## src/timer_one_pkg.sv

```systemverilog
// Package: register map, field layout and shared types for the 16-bit timer
package timer_one_pkg;

  // Register byte addresses on the AXI4-Lite bus
  localparam logic [7:0] CONTROL_ADDR = 8'h10;
  localparam logic [7:0] COUNT_LOW_ADDR = 8'h14;
  localparam logic [7:0] COUNT_HIGH_ADDR = 8'h18;
  localparam logic [7:0] FLAG_ADDR = 8'h1c;
  localparam logic [7:0] ENABLE_ADDR = 8'h20;
  localparam logic [7:0] STATUS_ADDR = 8'h24;

  // Control field positions
  localparam int RUN_BIT = 0;
  localparam int SOURCE_BIT = 1;
  localparam int SYNC_OFF_BIT = 2;
  localparam int OSC_EN_BIT = 3;
  localparam int PRESCALE_LO = 4;
  localparam int PRESCALE_HI = 5;
  localparam logic [7:0] CONTROL_MASK = 8'h3f;
  localparam logic [7:0] CONTROL_RESET = 8'h00;

  // Flag and enable registers: overflow sits in bit 0
  localparam int OVF_BIT = 0;

  // Counter limits
  localparam logic [15:0] COUNT_ZERO = 16'h0000;
  localparam logic [15:0] COUNT_MAX = 16'hffff;
  localparam logic [15:0] COUNT_ONE = 16'h0001;

  // Instruction cycle is four oscillator clocks
  localparam logic [1:0] QUARTER_LAST = 2'h3;

  // Prescaler is a 3-bit ripple-style counter
  localparam logic [2:0] PRE_ZERO = 3'h0;
  localparam logic [2:0] PRE_ONE = 3'h1;

  // AXI responses
  localparam logic [1:0] RESP_OKAY = 2'h0;
  localparam logic [1:0] RESP_SLVERR = 2'h2;

  // Decoded control settings
  typedef struct packed {
    logic [1:0] prescale;
    logic osc_en;
    logic sync_off;
    logic source_ext;
    logic run;
  } control_t;

  // Oscillator pin pair: input value, output value, output enable
  typedef struct packed {
    logic [1:0] pin_in;
    logic [1:0] port_out;
    logic [1:0] port_dir_out;
  } osc_pins_t;

endpackage : timer_one_pkg

```

## src/edge_prescaler.sv

```systemverilog
// Prescaler: counts qualifying edges and emits one pulse per 1/2/4/8
`timescale 1ns/10ps
`default_nettype none
module edge_prescaler
  import timer_one_pkg::*;
(
  input wire logic sys_clk_i,
  input wire logic rst_n_i,
  input wire logic clear_i,
  input wire logic tick_i,
  input wire logic [1:0] prescale_i,
  output logic pulse_o
);

  logic [2:0] stage;
  logic [2:0] next_stage;
  logic [2:0] mask;

  // Division mask; 00 gives 1:1 so every tick passes
  always_comb
  begin
    unique case (prescale_i)
      2'h0: mask = 3'h0;
      2'h1: mask = 3'h1;
      2'h2: mask = 3'h3;
      2'h3: mask = 3'h7;
    endcase
    next_stage = stage + PRE_ONE;
  end

  // Pulse when the masked count wraps
  always_ff @(posedge sys_clk_i)
  begin
    if (!rst_n_i || clear_i)
    begin
      stage <= PRE_ZERO;
      pulse_o <= 1'b0;
    end
    else
    begin
      pulse_o <= tick_i && ((stage & mask) == mask);
      if (tick_i)
        stage <= next_stage & mask;
    end
  end

endmodule : edge_prescaler
`default_nettype wire

```

## src/timer_one.sv

```systemverilog
// Top: 16-bit timer/counter with AXI4-Lite registers
//
// The AXI4-Lite register port was left to the implementer.
`timescale 1ns/10ps
`default_nettype none
module timer_one
  import timer_one_pkg::*;
(
  input wire logic sys_clk_i,
  input wire logic rst_n_i,
  // AXI4-Lite slave
  input wire logic [7:0] s_axi_awaddr,
  input wire logic s_axi_awvalid,
  output logic s_axi_awready,
  input wire logic [31:0] s_axi_wdata,
  input wire logic [3:0] s_axi_wstrb,
  input wire logic s_axi_wvalid,
  output logic s_axi_wready,
  output logic [1:0] s_axi_bresp,
  output logic s_axi_bvalid,
  input wire logic s_axi_bready,
  input wire logic [7:0] s_axi_araddr,
  input wire logic s_axi_arvalid,
  output logic s_axi_arready,
  output logic [31:0] s_axi_rdata,
  output logic [1:0] s_axi_rresp,
  output logic s_axi_rvalid,
  input wire logic s_axi_rready,
  // Pins and system events
  input wire logic ext_clock_pin_i,
  input wire logic osc_input_pin_i,
  input wire logic special_event_i,
  input wire logic sleep_i,
  input wire logic [1:0] port_dir_i,
  input wire logic [1:0] port_in_i,
  output logic [1:0] port_read_o,
  output logic [1:0] pin_oe_o,
  output logic osc_inverter_on_o,
  output logic overflow_irq_o
);

  logic [7:0] control_reg;
  control_t ctl;
  logic [15:0] count;
  logic overflow_flag;
  logic overflow_irq_enable;
  logic ext_meta;
  logic ext_sync;
  logic ext_prev;
  logic armed;
  logic ext_raw;
  logic ext_rise;
  logic ext_fall;
  logic [1:0] quarter;
  logic tick;
  logic pre_pulse;
  logic inc;
  logic wrap;
  logic [15:0] next_count;
  // Write channel capture
  logic aw_held;
  logic w_held;
  logic [7:0] aw_addr;
  logic [31:0] w_data;
  logic [3:0] w_strb;
  logic do_write;
  logic [31:0] read_word;
  logic read_hit;

  assign ctl = control_t'(control_reg[5:0]);

  // Byte-lane write merge, used for the control and count register writes
  function automatic logic [7:0] lane0(input logic [7:0] old,
                                       input logic [31:0] data,
                                       input logic [3:0] strb);
    lane0 = strb[0] ? data[7:0] : old;
  endfunction : lane0

  // External edge source by oscillator enable
  assign ext_raw = ctl.osc_en ? osc_input_pin_i : ext_clock_pin_i;

  // Two-flop synchroniser plus a delay flop; edge logic compares the second and third flops
  always_ff @(posedge sys_clk_i)
  begin
    if (!rst_n_i)
    begin
      ext_meta <= 1'b0;
      ext_sync <= 1'b0;
      ext_prev <= 1'b0;
    end
    else
    begin
      ext_meta <= ext_raw;
      ext_sync <= ext_meta;
      ext_prev <= ext_sync;
    end
  end

  assign ext_rise = ext_sync && !ext_prev;
  assign ext_fall = !ext_sync && ext_prev;

  // Falling-edge arming after enable in counter mode
  always_ff @(posedge sys_clk_i)
  begin
    if (!rst_n_i || !ctl.run || !ctl.source_ext)
      armed <= 1'b0;
    else if (ext_fall)
      armed <= 1'b1;
  end

  // Instruction-cycle divider, one tick per four clocks
  always_ff @(posedge sys_clk_i)
  begin
    if (!rst_n_i)
      quarter <= 2'h0;
    else
      quarter <= quarter + 2'h1;
  end

  // Source select; sync bit ignored for internal clock
  always_comb
  begin
    if (ctl.source_ext)
      tick = ctl.run && armed && ext_rise;
    else
      tick = ctl.run && (quarter == QUARTER_LAST);
  end

  // Prescaler keeps counting in sleep
  edge_prescaler u_prescaler (
    .sys_clk_i (sys_clk_i),
    .rst_n_i (rst_n_i),
    .clear_i (!ctl.run),
    .tick_i (tick),
    .prescale_i (ctl.prescale),
    .pulse_o (pre_pulse)
  );

  // Synchronized counter halts in sleep; timer and async keep going
  assign inc = pre_pulse && !(sleep_i && ctl.source_ext && !ctl.sync_off);
  assign wrap = inc && (count == COUNT_MAX);
  assign next_count = count + COUNT_ONE;

  // Bus write acceptance, address and data in either order
  assign do_write = aw_held && w_held && !s_axi_bvalid;

  always_ff @(posedge sys_clk_i)
  begin
    if (!rst_n_i)
    begin
      aw_held <= 1'b0;
      aw_addr <= 8'h00;
    end
    else if (s_axi_awvalid && s_axi_awready)
    begin
      aw_held <= 1'b1;
      aw_addr <= s_axi_awaddr;
    end
    else if (do_write)
      aw_held <= 1'b0;
  end

  always_ff @(posedge sys_clk_i)
  begin
    if (!rst_n_i)
    begin
      w_held <= 1'b0;
      w_data <= 32'h00000000;
      w_strb <= 4'h0;
    end
    else if (s_axi_wvalid && s_axi_wready)
    begin
      w_held <= 1'b1;
      w_data <= s_axi_wdata;
      w_strb <= s_axi_wstrb;
    end
    else if (do_write)
      w_held <= 1'b0;
  end

  // Ready is registered; one accept per transaction
  always_ff @(posedge sys_clk_i)
  begin
    if (!rst_n_i)
    begin
      s_axi_awready <= 1'b0;
      s_axi_wready <= 1'b0;
    end
    else
    begin
      s_axi_awready <= !aw_held && !s_axi_awready && !s_axi_bvalid;
      s_axi_wready <= !w_held && !s_axi_wready && !s_axi_bvalid;
    end
  end

  // Write response; unmapped addresses answer SLVERR
  always_ff @(posedge sys_clk_i)
  begin
    if (!rst_n_i)
    begin
      s_axi_bvalid <= 1'b0;
      s_axi_bresp <= RESP_OKAY;
    end
    else if (do_write)
    begin
      s_axi_bvalid <= 1'b1;
      unique case (aw_addr)
        CONTROL_ADDR, COUNT_LOW_ADDR, COUNT_HIGH_ADDR,
        FLAG_ADDR, ENABLE_ADDR, STATUS_ADDR:
          s_axi_bresp <= RESP_OKAY;
        default:
          s_axi_bresp <= RESP_SLVERR;
      endcase
    end
    else if (s_axi_bready)
      s_axi_bvalid <= 1'b0;
  end

  // Control register; bits 7-6 never stored
  always_ff @(posedge sys_clk_i)
  begin
    if (!rst_n_i)
      control_reg <= CONTROL_RESET;
    else if (do_write && aw_addr == CONTROL_ADDR)
      control_reg <= lane0(control_reg, w_data, w_strb) & CONTROL_MASK;
  end

  // Counter: event clear beats software write beats increment
  always_ff @(posedge sys_clk_i)
  begin
    if (!rst_n_i)
      count <= COUNT_ZERO;
    else if (special_event_i)
      count <= COUNT_ZERO;
    else if (do_write && aw_addr == COUNT_LOW_ADDR)
      count[7:0] <= lane0(count[7:0], w_data, w_strb);
    else if (do_write && aw_addr == COUNT_HIGH_ADDR)
      count[15:8] <= lane0(count[15:8], w_data, w_strb);
    else if (inc)
      count <= next_count;
  end

  // Overflow flag; a wrap in the clearing cycle wins
  always_ff @(posedge sys_clk_i)
  begin
    if (!rst_n_i)
      overflow_flag <= 1'b0;
    else if (wrap)
      overflow_flag <= 1'b1;
    else if (do_write && aw_addr == FLAG_ADDR && w_strb[0])
      overflow_flag <= w_data[OVF_BIT];
  end

  // Overflow enable register
  always_ff @(posedge sys_clk_i)
  begin
    if (!rst_n_i)
      overflow_irq_enable <= 1'b0;
    else if (do_write && aw_addr == ENABLE_ADDR && w_strb[0])
      overflow_irq_enable <= w_data[OVF_BIT];
  end

  // Gated request and pin control, all registered
  always_ff @(posedge sys_clk_i)
  begin
    if (!rst_n_i)
    begin
      overflow_irq_o <= 1'b0;
      pin_oe_o <= 2'h0;
      port_read_o <= 2'h0;
      osc_inverter_on_o <= 1'b0;
    end
    else
    begin
      overflow_irq_o <= (overflow_flag || wrap) && overflow_irq_enable;
      // Oscillator forces inputs and masks the port reading
      pin_oe_o <= ctl.osc_en ? 2'h0 : ~port_dir_i;
      port_read_o <= ctl.osc_en ? 2'h0 : port_in_i;
      osc_inverter_on_o <= ctl.osc_en;
    end
  end

  // Read decode
  always_comb
  begin
    read_hit = 1'b1;
    read_word = 32'h00000000;
    unique case (s_axi_araddr)
      CONTROL_ADDR: read_word[7:0] = control_reg;
      COUNT_LOW_ADDR: read_word[7:0] = count[7:0];
      COUNT_HIGH_ADDR: read_word[7:0] = count[15:8];
      FLAG_ADDR: read_word[OVF_BIT] = overflow_flag;
      ENABLE_ADDR: read_word[OVF_BIT] = overflow_irq_enable;
      STATUS_ADDR: read_word[1:0] = {ext_sync, armed};
      default: read_hit = 1'b0;
    endcase
  end

  // Read channel: accept, answer next cycle, hold until taken
  always_ff @(posedge sys_clk_i)
  begin
    if (!rst_n_i)
    begin
      s_axi_arready <= 1'b0;
      s_axi_rvalid <= 1'b0;
      s_axi_rdata <= 32'h00000000;
      s_axi_rresp <= RESP_OKAY;
    end
    else if (s_axi_arvalid && s_axi_arready)
    begin
      s_axi_arready <= 1'b0;
      s_axi_rvalid <= 1'b1;
      s_axi_rdata <= read_word;
      s_axi_rresp <= read_hit ? RESP_OKAY : RESP_SLVERR;
    end
    else if (s_axi_rvalid)
    begin
      if (s_axi_rready)
        s_axi_rvalid <= 1'b0;
    end
    else
      s_axi_arready <= !s_axi_arready;
  end

endmodule : timer_one
`default_nettype wire

```

## config.mk

```make
export PLATFORM = sky130hd
export DESIGN_NAME = timer_one
export DESIGN_NICKNAME = d
export VERILOG_FILES = /design/src/timer_one_pkg.sv /design/src/edge_prescaler.sv /design/src/timer_one.sv
export SDC_FILE = /design/constraint.sdc
export NUM_CORES = 1
export LEC_CHECK = 0
export ABC_AREA = 1
export BUFFER_PORTS_ARGS = -buffer_cell sky130_fd_sc_hd__buf_2
export CAP_MARGIN = 40
export CORE_MARGIN = 2
export CORE_UTILIZATION = 40
export DETAILED_ROUTE_END_ITERATION = 8
export GPL_TIMING_DRIVEN = 0
export PLACE_DENSITY = 0.77
export REMOVE_ABC_BUFFERS = 1
export SLEW_MARGIN = 20
export SYNTH_ARGS = -nofsm -noshare
export SYNTH_HDL_FRONTEND = slang
export SYNTH_SLANG_ARGS = --single-unit
```

## constraint.sdc

```tcl
create_clock -name sys_clk_i -period 1.4 [get_ports sys_clk_i]
set_input_delay 0.28 -clock sys_clk_i [delete_from_list [all_inputs] [get_ports sys_clk_i]]
set_output_delay 0.28 -clock sys_clk_i [all_outputs]
set_load 0.005 [all_outputs]
```

# Word level (Yosys, flattened, before mapping)
# Index checks and enable logic that the tools add are counted.
[op_classes]
addsub = 3
n_eq_ne = 21
mux = 24
bitwise_logic = 5
reduce_logical = 58
[ops]
columns = ["op", "count"]
rows = [
  ["8-bit by 5-bit equality test with 1-bit output (second input constant)", 8],
  ["8-bit by 6-bit equality test with 1-bit output (second input constant)", 4],
  ["8-bit two-way mux", 4],
  ["1-bit logical AND", 27],
  ["6-bit case mux with 3 select lines", 1],
  ["16-bit by 1-bit adder with 16-bit output (second input constant)", 1],
  ["16-bit equality test (second input constant)", 1],
  ["16-bit two-way mux", 1],
  ["1-bit logical NOT", 13],
  ["1-bit two-way mux", 13],
  ["3-bit case mux with 4 select lines", 1],
  ["2-bit nonzero test", 6],
  ["6-bit OR reduction", 2],
  ["3-bit bitwise AND", 2],
  ["2-bit equality test (second input constant)", 3],
  ["2-bit != test (second input constant)", 3],
  ["1-bit case mux with 6 select lines", 1],
  ["3-bit AND reduction", 2],
  ["2-bit OR reduction", 3],
  ["2-bit two-way mux", 2],
  ["1-bit case mux with 4 select lines", 1],
  ["3-bit by 1-bit adder with 3-bit output (second input constant)", 1],
  ["3-bit equality test", 1],
  ["1-bit logical OR", 3],
  ["6 further kinds", 7],
]
[totals]
reg_bits = 76
input_bits = 67
output_inout_bits = 47
word_cells = 140

# Longest topological paths before layout
# Gate-level depths: netlist of the first run.
[depth]
word_depth = 7
ltp_mapped = 10

# By module
# From an unflattened synthesis of the first run, not the netlist that was laid out.
[unflattened]
cells_unflattened = 583
hier_area_um2 = 3933.8
[by_module_without_submodules]
columns = ["mod", "n_inst", "cells_per_inst", "area_per_inst_um2"]
rows = [
  ["timer_one", 1, 553, 3729.8],
  ["edge_prescaler", 1, 30, 203.9],
]

# Worst setup path before layout of the first run
# No wires, ideal clock.
[synth_path]
path_type = "flip-flop to flip-flop"
startpoint = "reg count[0]"
endpoint = "reg count[12]"
t_arrival_ns = 1.173
required_time_ns = 1.288
setup_slack_ns = 0.115
path_stages_with_launch = 11
path_cell_list = "dfxtp_1 > ha_1 > nand2_1 > nor2_2 > nand3_1 > nand2_1 > nand2_1 > nand2_1 > nand2_1 > nor2_1 > nor2_1"
[synth_between]
elab_chain_cells = 3
[synth_lines]
columns = ["item", "line_no", "text"]
rows = [
  ["start, declared", "timer_one.sv:44", "logic [15:0] count;"],
  ["start signal, assigned", "timer_one.sv:236", "count[7:0] <= lane0(count[7:0], w_data, w_strb);"],
  ["start signal, assigned", "timer_one.sv:240", "count <= next_count;"],
  ["16-bit by 1-bit adder with 16-bit output", "timer_one.sv:142", "assign next_count = count + COUNT_ONE;"],
  ["16-bit two-way mux", "timer_one.sv:239", "else if (inc)"],
  ["8-bit two-way mux", "timer_one.sv:237", "else if (do_write && aw_addr == COUNT_HIGH_ADDR)"],
]
# No other way between the ends. The select of a mux whose other input is x is not followed.
# A chain may end at the register's enable or synchronous reset.

# Final worst setup path of the first run
[layout_path]
startpoint = "reg aw_addr[7]"
endpoint = "reg count[6]"
[layout_between]
elab_chain_cells = 4
[layout_lines]
columns = ["item", "line_no", "text"]
rows = [
  ["start, declared", "timer_one.sv:63", "logic [7:0] aw_addr;"],
  ["start signal, assigned", "timer_one.sv:157", "aw_addr <= s_axi_awaddr;"],
  ["8-bit by 5-bit equality test with 1-bit output (on tied branches)", "timer_one.sv:235, timer_one.sv:237", ""],
  ["1-bit logical AND (on tied branches)", "timer_one.sv:235, timer_one.sv:237", ""],
  ["2-bit != test (no line) / 2-bit nonzero test (equally long branches)", "-", ""],
  ["3-bit AND reduction (no line)", "-", ""],
]
# Parallel ways exist; a longest one is shown, timed or not.

==> results of run 1 <==
[logic make-up (layout without fill, tap and decap cells)]
kind of cell	Yosys count	in the layout
AND/OR/NAND/NOR	313	315
buffers and inverters	100	170
AO/OA/AOI/OAI	82	82
flip-flops	74	74
XOR/XNOR	4	4
adder cells (fa/ha/maj)	3	3
other	1	26
[layer usage]
layer	wire (microns)	up-vias
li1	-	2015
met2	5820	222
met5	0	-
met4	548	0
met3	781	60
met1	4600	1933
[final cells by class]
class / instances / area [sq um]
inverters: 63 / 254
clock buffers: 11 / 151
well taps: 133 / 166
flip-flops and latches: 74 / 1510
fillers: 867 / 4520
repair buffers: 91 / 588
clock inverters: 5 / 85.1
multi-input cells: 430 / 2410
[placed cells by master (no fill, tap or decap), types with 7 or more instances in the layout]
cell type  count
o21ai_1        8
o21ai_0       31
nand3_4        7
conb_1        26
a21oi_1       24
dfxtp_1       59
nand2_1      119
buf_4         24
nor2_1        65
buf_2         59
nand3_2       15
nand3_1       40
nand2_2       10
inv_1         47
nor2_4        17
nand4_1        7
nor3_1         7
inv_2         11
nor2_2        11
dfxtp_2       13
clkbuf_8      11
[synth_stat cells, types with 3 or more instances]
library cell / count
buf_2: 3
nor2_1: 80
buf_4: 28
o21ai_0: 35
xor2_1: 4
nand2_2: 4
o22ai_1: 3
o211ai_1: 3
nor3_1: 8
nand2_1: 131
nand3_1: 55
inv_1: 51
a211oi_1: 3
o21ai_1: 5
a211oi_2: 4
nor2_2: 10
nor2_4: 3
inv_2: 9
dfxtp_1: 74
ha_1: 3
clkbuf_1: 5
a21oi_1: 26
nand4_1: 7
nand3_2: 3
[stage by stage]
stage                     worst slack (ps)  std cells  hold WS [ps]
after floorplan                       -175        565           352
after global placement                -619        758           404
after detailed placement              -660        758           402
after CTS                            -55.3        785          61.5
after global routing                  -173        807          67.2
final                                 -151        807          66.8
[timing repair]
item                                    4_1_cts  5_1_grt
gates cloned                                  0        2
endpoints found under the setup margin       32       36
resized for setup                            41       70
pin swaps                                    13       34
buffers inserted                             11       20
[path summary, 6_finish.rpt]
kind | from | to | slack (ps) | cells after the start
min reg2reg | ext_meta$_SDFF_PN0_ | ext_sync$_SDFF_PN0_ | 420 | 2
min | port_dir_i[1] | pin_oe_o[1]$_SDFF_PP0_ | 70 | 2
max reg2reg | aw_addr[7]$_SDFFE_PN0P_ | count[6]$_SDFFE_PP0P_ | -150 | 11
max | aw_addr[7]$_SDFFE_PN0P_ | count[6]$_SDFFE_PP0P_ | -150 | 11
[power by group through the flow]
stage	logic [W]	clock network, W	registers (W)
after CTS	0.000397	0.00199	0.00224
after global placement	0.000348	0	0.00228
after floorplan	0.000213	0	0.00227
after detailed placement	0.000362	0	0.00228
after global routing	0.000538	0.00208	0.00226
final	0.000484	0.00197	0.00225
==> results.sh, run 1 <==
export IMPL_maxSlewViolCount=0
export IMPL_synth_edf_count=0
export IMPL_ys_seq_elements=74
export IMPL_top_usage_layer="met2"
export IMPL_yosysSeqAreaShare_pct=37.6
export IMPL_final_cell_area_sq_mm=0.00516
export IMPL_design_power_total_w=0.00470
export IMPL_critPathMaxStageDelay_ps=340
export IMPL_drc=0
export IMPL_die_w_microns=103
export IMPL_p_per_area_mw_per_mm2=911
export IMPL_grt_max_degree=29
export IMPL_worst_path_buf_inv=3
export IMPL_die_area_sq_mm=0.0107
export IMPL_cts_made_buffers=9
export IMPL_wl_per_cell_microns=14.6
export IMPL_p_int_w=0.00348
export IMPL_cts_tree="yes"
export IMPL_rows=36
export IMPL_antenna_found_initial=0
export IMPL_cp_max_fo=7
export IMPL_via_count=4230
export IMPL_fmax_mhz=645
export IMPL_core_area_sq_mm=0.00968
export IMPL_grt_ovfl_total=0
export IMPL_cap_violations=0
export IMPL_switchingPower_w=0.00123
export IMPL_drive_above_1_share_pct=32.3
export IMPL_relSlewSlack_pct=63.8
export IMPL_gp_routability_congestion=0.972
export IMPL_grt_setup_unrepaired="true"
export IMPL_drt_iter0_markers=366
export IMPL_largest_register_ffs=16
export IMPL_layout_nets=739
export IMPL_grt_total_usage_pct=20.3
export IMPL_ys_flop_type="dfxtp_1"
export IMPL_drt_wl_total_microns=11700
export IMPL_syn_to_final_growth_pct=31.0
export IMPL_use_met3_pct=2.35
export IMPL_insertion_delay_ps=360
export IMPL_setup_viol_count_final=22
export IMPL_crit_type="flip-flop to flip-flop"
export IMPL_die_h_microns=103
export IMPL_htreeDepth=3
export IMPL_hold_viol=0
export IMPL_switching_share_pct=26.1
export IMPL_dpl_hpwl_microns=7390
export IMPL_top_register="count"
export IMPL_via_per_inst=5.24
export IMPL_p_leak_nw=2.31
export IMPL_ios=114
export IMPL_grt_first_pass_wirelength_microns=17000
export IMPL_netlist_area_sq_mm=0.00394
export IMPL_floorplan_initialDensity_pct=40.7
export IMPL_numClockSinks=74
export IMPL_pwr_share_comb_pct=10.3
export IMPL_clockRootBuffer="clkbuf_8"
export IMPL_critPathSlowestCell="dfxtp_2"
export IMPL_ir_worst_vdd_v=0.000814
export IMPL_worstPathCellList="nor2_4 > buf_4 > nand2_4 > nor2_4 > buf_12 > nand2_8 > nand3_1 > nand2_1 > nand2_1 > inv_1 > nor2_1"
export IMPL_synth_compound_gate_area_share_pct=12.0
export IMPL_drt_pass1_iter_count=5
export IMPL_yosysWarnings=0
export IMPL_worstMarginPinSlew_ps=538
export IMPL_syn_inst=577
export IMPL_required_ps=1710
export IMPL_fin_worst_skew_ps=14.1
export IMPL_synthSimpleGateAreaFrac_pct=36.1
export IMPL_clockPowerShare_pct=41.9
export IMPL_clk_pin_slew_worst_paths_ps=90
export IMPL_yosysTopAreaCellShare_pct=37.6
export IMPL_startpoint_type="flip-flop"
export IMPL_ctsHoldBuffers=0
export IMPL_insertedDiodeCount=0
export IMPL_hp_class="input port to flip-flop"
export IMPL_ant_nets=0
export IMPL_synth_xor_area_share_pct=0.889
export IMPL_placed_cell_area_sq_mm=0.00426
export IMPL_fin_crit_ps=1550
export IMPL_fin_crit_sh_pct=111
export IMPL_yosys_area_top_type="dfxtp_1"
export IMPL_arrival_ps=1860
export IMPL_fin_ws_ps=-151
export IMPL_ys_async_sr_fraction_pct=0
export IMPL_ys_types=40
export IMPL_status="finished with violations"
export IMPL_met2_usage_pct=35.4
export IMPL_seqPwrFrac_pct=47.8
export IMPL_path_delay_family="simple AND/OR/NAND/NOR gates"
export IMPL_synth_area_per_cell_sq_um=6.83
export IMPL_ys_top_cells_by_area="dfxtp_1 38%, nand2_1 12%, nor2_1 7.6%, nand3_1 7.0%, buf_4 5.3%"
export IMPL_grtUsageMet1_pct=25.0
export IMPL_synth_top_family_by_area="simple AND/OR/NAND/NOR gates"
export IMPL_io_buffers=60
export IMPL_cts_buffer_depth=2
export IMPL_grt_pass1_vias=3711
export IMPL_violations="setup timing"
export IMPL_final_util_pct=53.3
export IMPL_fin_setup_tns_ps=-1460
export IMPL_synth_mux_area_share_pct=0
export IMPL_endpoint_kind="flip-flop"
export IMPL_synthAdderAreaFrac_pct=0.952
Note: power is estimated with default switching activity, not from simulation.
==> run 2, diff against run 1 <==
--- a/config.mk
+++ b/config.mk
@@ -8,11 +8,10 @@
 export ABC_AREA = 1
 export BUFFER_PORTS_ARGS = -buffer_cell sky130_fd_sc_hd__buf_2
 export CAP_MARGIN = 40
-export CORE_MARGIN = 2
-export CORE_UTILIZATION = 40
+export CORE_UTILIZATION = 47
 export DETAILED_ROUTE_END_ITERATION = 8
 export GPL_TIMING_DRIVEN = 0
-export PLACE_DENSITY = 0.77
+export PLACE_DENSITY = 0.86
 export REMOVE_ABC_BUFFERS = 1
 export SLEW_MARGIN = 20
 export SYNTH_ARGS = -nofsm -noshare
==> run 2 against run 1 <==
The run still ends with setup timing left. Combinational power decreased by 19%. Count of clock-buffer cells in the layout unchanged. Clock skew decreased by 3.2 ps. Critical path depth decreased by 2. Design area decreased by 5.3%. Critical endpoint is now count[15]$_SDFFE_PP0P_. Highest routed layer unchanged.
==> results.sh, run 2 (synthesis results as in run 1) <==
export IMPL_status="finished with violations"
export IMPL_violations="setup timing"
export IMPL_drt_pass1_iter_count=5
export IMPL_die_h_microns=93.6
export IMPL_fillers=748
export IMPL_r2r_start="s_axi_bvalid$_SDFFE_PN0P_"
export IMPL_wl_per_cell_microns=13.7
export IMPL_arrival_ps=1700
export IMPL_syn_to_final_growth_pct=24.1
export IMPL_final_cell_area_sq_mm=0.00489
export IMPL_grt_setup_unrepaired="true"
export IMPL_placed_cell_area_sq_mm=0.00422
export IMPL_die_w_microns=93.6
export IMPL_grt_max_degree=29
export IMPL_drive_above_1_share_pct=28.1
export IMPL_fin_crit_sh_pct=103
export IMPL_startpoint_type="flip-flop"
export IMPL_cts_buffer_depth=2
export IMPL_ir_worst_vdd_v=0.000789
export IMPL_core_area_sq_mm=0.00818
export IMPL_crit_type="flip-flop to flip-flop"
export IMPL_die_area_sq_mm=0.00876
export IMPL_floorplan_initialDensity_pct=48.2
export IMPL_fin_ws_ps=-47.9
export IMPL_hold_viol=0
export IMPL_dpl_hpwl_microns=7190
export IMPL_io_buffers=60
export IMPL_clk_pin_slew_worst_paths_ps=90
export IMPL_critPathSlowestCell="dfxtp_2"
export IMPL_met2_usage_pct=41.4
export IMPL_largest_register_ffs=16
export IMPL_grt_pass1_vias=3697
export IMPL_drt_wl_total_microns=10500
export IMPL_grt_total_usage_pct=24.1
export IMPL_grt_ovfl_total=0
export IMPL_layout_nets=726
export IMPL_drt_iter0_markers=321
export IMPL_hp_class="input port to flip-flop"
export IMPL_cap_violations=0
export IMPL_ios=114
export IMPL_setup_viol_count_final=20
export IMPL_relSlewSlack_pct=64.6
export IMPL_cp_common_cell="nand3_4"
export IMPL_cp_max_fo=6
export IMPL_antenna_found_initial=0
export IMPL_numClockSinks=74
export IMPL_drc=0
export IMPL_rows=33
export IMPL_grtUsageMet1_pct=28.7
export IMPL_whs_ps=81.1
export IMPL_fin_worst_skew_ps=10.9
export IMPL_insertion_delay_ps=350
export IMPL_cts_made_buffers=9
export IMPL_p_leak_nw=2.20
export IMPL_top_usage_layer="met2"
export IMPL_use_met3_pct=3.98
export IMPL_fmax_mhz=691
export IMPL_via_per_inst=5.27
export IMPL_top_register="count"
export IMPL_worstMarginPinSlew_ps=527
export IMPL_insertedDiodeCount=0
export IMPL_startpoint="s_axi_bvalid$_SDFFE_PN0P_"
export IMPL_grt_first_pass_wirelength_microns=16600
export IMPL_r2r_cells=9
export IMPL_ctsHoldBuffers=0
export IMPL_htreeDepth=3
export IMPL_hp_start="port_dir_i[0]"
export IMPL_clockRootBuffer="clkbuf_8"
export IMPL_required_ps=1650
export IMPL_endpoint_kind="flip-flop"
export IMPL_critPathMaxStageDelay_ps=350
export IMPL_cts_tree="yes"
export IMPL_p_per_area_mw_per_mm2=859
export IMPL_min_path_cells=2
export IMPL_ant_nets=0
export IMPL_layout_commonest_cell="nand2_1"
export IMPL_gp_routability_congestion=0.933
export IMPL_via_count=4037
export IMPL_fin_crit_ps=1450
export IMPL_worstPathCellList="inv_2 > nand3_4 > inv_6 > nand3_4 > nand3_4 > clkbuf_16 > nand3_1 > nand2_1 > nor2_1"
export IMPL_maxSlewViolCount=0
export IMPL_final_cell_mix="123 x nand2_1, 67 x nor2_1, 62 x dfxtp_1, 59 x buf_2, 49 x inv_1"
-- run 2: changes by cell type in the layout (fill, tap and decap cells not counted), moves of 3 or more --
cell,previous run,this run
nand2_1,119,123
nand3_1,40,46
buf_4,24,12
nand3_2,15,9
nor2_4,17,13
dfxtp_1,59,62
-- run 2: final cells by class --
class	count	area (sq um)	area share, %
Inverter	63	249	5.09
Multi-Input combinational cell	428	2290	46.9
Clock buffer	11	141	2.89
Sequential cell	74	1500	30.6
Clock inverter	5	37.5	0.767
Timing Repair Buffer	80	541	11.1
Tap cell	105	131	2.69
-- run 2: worst paths after layout --
check	slack (ps)	end
worst min-delay path	80	pin_oe_o[0]$_SDFF_PP0_
worst max-delay path	-50	count[15]$_SDFFE_PP0P_
worst max register to register	-50	count[15]$_SDFFE_PP0P_
worst min register to register	420	ext_sync$_SDFF_PN0_
-- run 2: routing by layer --
| layer | wire length, microns | part of all wire, % |
|---|---|---|
| met3 | 650 | 6.2 |
| met5 | 0 | 0 |
| met2 | 5040 | 48 |
| met4 | 411 | 3.9 |
| met1 | 4380 | 42 |
-- run 2: critical path: cells and delay by family, from the launching register on --
kind	cells	cell delay [ps]
flip-flops	1	350
buffers and inverters	3	370
AND/OR/NAND/NOR	6	620
-- run 2: timing repair --
| item | CTS | global route |
|---|---|---|
| setup endpoints to repair | 31 | 35 |
| setup buffers | 8 | 11 |
| gates cloned | 0 | 1 |
| pin swaps | 14 | 24 |
| gates resized for setup | 31 | 49 |
-- run 2: stage by stage --
stage                     setup WS, ps  setup TNS [ps]  total power (W)  std cells  util, %
after floorplan                   -175            -869          0.00249        565        -
after global placement            -580          -11410          0.00262        730     51.6
after detailed placement          -580          -12420          0.00264        730     51.6
after CTS                        -28.2            -224          0.00418        754     56.5
after global routing              -144           -2540          0.00436        766     59.8
final                            -47.9            -603          0.00420        766     59.8
-- run 2: power breakdown --
group | switching, W | internal [W]
logic | 0.000254 | 0.000140
clock network | 0.000862 | 0.000703
registers | 0.0000614 | 0.00218
==> run 3, diff against run 2 <==
--- a/config.mk
+++ b/config.mk
@@ -11,6 +11,7 @@
 export CORE_UTILIZATION = 47
 export DETAILED_ROUTE_END_ITERATION = 8
 export GPL_TIMING_DRIVEN = 0
+export HOLD_SLACK_MARGIN = 0.1
 export PLACE_DENSITY = 0.86
 export REMOVE_ABC_BUFFERS = 1
 export SLEW_MARGIN = 20
==> run 3 against run 2 <==
The flow still finishes with violations (setup timing). Design area increased by 0.41%. Fmax is 0.18% lower. Worst hold slack improved by 53 ps. Sequential share of layout area shrank 0.12 points. Count of clock-buffer cells in the layout stayed put. First-iteration DRC count shrank 1.9%. Register-to-register slack hardly changed. Combinational power is 1% higher. Flip-flop and latch count unchanged. Critical endpoint is now count[9]$_SDFFE_PP0P_.
==> results.sh, run 3 (synthesis results as in run 1) <==
export IMPL_cts_made_buffers=9
export IMPL_p_leak_nw=2.21
export IMPL_fin_worst_skew_ps=9.77
export IMPL_grt_total_usage_pct=24.3
export IMPL_ir_worst_vdd_v=0.000786
export IMPL_top_register="count"
export IMPL_grt_ovfl_total=0
export IMPL_worstMarginPinSlew_ps=529
export IMPL_grt_setup_unrepaired="true"
export IMPL_hold_viol=0
export IMPL_layout_commonest_cell="nand2_1"
export IMPL_final_cell_mix="123 x nand2_1, 67 x nor2_1, 62 x dfxtp_1, 59 x buf_2, 49 x inv_1"
export IMPL_wl_per_cell_microns=13.7
export IMPL_crit_type="flip-flop to flip-flop"
export IMPL_status="finished with violations"
export IMPL_via_count=4077
export IMPL_final_util_pct=60.1
export IMPL_p_per_area_mw_per_mm2=855
export IMPL_setup_viol_count_final=20
export IMPL_violations="setup timing"
export IMPL_insertion_delay_ps=350
export IMPL_ios=114
export IMPL_maxSlewViolCount=0
export IMPL_drt_pass1_iter_count=5
export IMPL_grt_pass1_vias=3715
export IMPL_design_power_total_w=0.00420
export IMPL_clockRootBuffer="clkbuf_8"
export IMPL_worst_path_buf_inv=2
export IMPL_startpoint_type="flip-flop"
export IMPL_fillers=745
export IMPL_switching_share_pct=27.9
export IMPL_instances_no_fill=768
export IMPL_antenna_found_initial=0
export IMPL_drt_iter0_markers=315
export IMPL_critPathMaxStageDelay_ps=350
export IMPL_rows=33
export IMPL_cts_tree="yes"
export IMPL_grt_first_pass_wirelength_microns=16700
export IMPL_fin_crit_ps=1450
export IMPL_worstPathCellList="inv_2 > nand3_4 > inv_6 > nand3_4 > nand2_4 > nand2_4 > nand2_8 > nand2_2 > nand2_1 > nor2_1"
export IMPL_fmax_mhz=689
export IMPL_syn_to_final_growth_pct=24.6
export IMPL_grt_max_degree=29
export IMPL_placedCellCount=730
export IMPL_drt_wl_total_microns=10600
export IMPL_die_w_microns=93.6
export IMPL_fin_setup_tns_ps=-572
export IMPL_endpoint_kind="flip-flop"
export IMPL_via_per_inst=5.31
export IMPL_path_delay_family="simple AND/OR/NAND/NOR gates"
export IMPL_whs_ps=134
export IMPL_clk_pin_slew_worst_paths_ps=90
export IMPL_pwr_share_comb_pct=9.5
export IMPL_gp_routability_congestion=0.933
export IMPL_ant_nets=0
export IMPL_dpl_hpwl_microns=7190
export IMPL_cts_buffer_depth=2
export IMPL_die_area_sq_mm=0.00876
export IMPL_insertedDiodeCount=0
export IMPL_floorplan_initialDensity_pct=48.2
export IMPL_required_ps=1650
export IMPL_relSlewSlack_pct=64.6
export IMPL_clockPowerShare_pct=37.1
export IMPL_layout_nets=728
export IMPL_htreeDepth=3
export IMPL_die_h_microns=93.6
export IMPL_switchingPower_w=0.00117
export IMPL_arrival_ps=1700
export IMPL_hp_class="input port to flip-flop"
export IMPL_io_buffers=60
export IMPL_core_area_sq_mm=0.00818
export IMPL_numClockSinks=74
export IMPL_drive_above_1_share_pct=28.1
export IMPL_critPathSlowestCell="dfxtp_2"
export IMPL_largest_register_ffs=16
export IMPL_fin_ws_ps=-50.5
export IMPL_seqPwrFrac_pct=53.4
export IMPL_fin_crit_sh_pct=104
export IMPL_p_int_w=0.00303
export IMPL_drc=0
export IMPL_cp_max_fo=8
export IMPL_cap_violations=0
==> run 3: layout make-up <==
class / count / area (sq um) / area share [%]
clock inverters: 5 / 37.5 / 0.764
multi-input cells: 428 / 2290 / 46.7
inverters: 63 / 249 / 5.07
well taps: 105 / 131 / 2.68
flip-flops and latches: 74 / 1500 / 30.5
repair buffers: 82 / 561 / 11.4
clock buffers: 11 / 141 / 2.88
==> run 3: routing by layer <==
layer  GRT usage, %  up-vias  wire length, microns
met5              0        -                     0
met4           13.1        0                   369
met3           3.98       29                   657
met2           41.9      183                  5150
met1           28.7     1887                  4380
li1               -     1978                     -
==> run 3: power by group through the flow <==
stage          clock network, W  logic [W]  registers, W
3_3_place_gp                  0   0.000344       0.00228
2_1_floorplan                 0   0.000213       0.00227
4_1_cts                 0.00157   0.000377       0.00224
3_5_place_dp                  0   0.000358       0.00228
5_1_grt                 0.00167   0.000449       0.00225
6_report                0.00156   0.000399       0.00224
==> run 3: through the flow <==
step	cell area [sq um]	setup slack [ps]
detailed placement	4220	-580
finish	4910	-50.5
global placement	4220	-580
CTS	4640	-28.2
floorplan	3790	-175
global route	4910	-144
==> run 3: final timing paths <==
kind / start / endpoint / slack [ps] / cells past startpoint
worst max-delay path: s_axi_bvalid$_SDFFE_PN0P_ / count[9]$_SDFFE_PP0P_ / -50 / 10
worst min register to register: quarter[0]$_SDFF_PN0_ / quarter[0]$_SDFF_PN0_ / 420 / 1
worst min-delay path: s_axi_rready / s_axi_rvalid$_SDFF_PN0_ / 130 / 2
worst max register to register: s_axi_bvalid$_SDFFE_PN0P_ / count[9]$_SDFFE_PP0P_ / -50 / 10
==> run 3: worst reg2reg max path, delay by kind of cell (launching register included) <==
kind                   cells  cell delay, ps
and+or+nand+nor            8             810
buffers and inverters      2             200
DFF                        1             350
==> run 3: timing repair <==
action,4_1_cts,5_1_grt
resized for setup,31,49
gates cloned,0,1
pin swaps,14,24
setup endpoints to repair,31,35
hold endpoints to repair,2,0
hold buffers,2,0
setup buffers,8,11
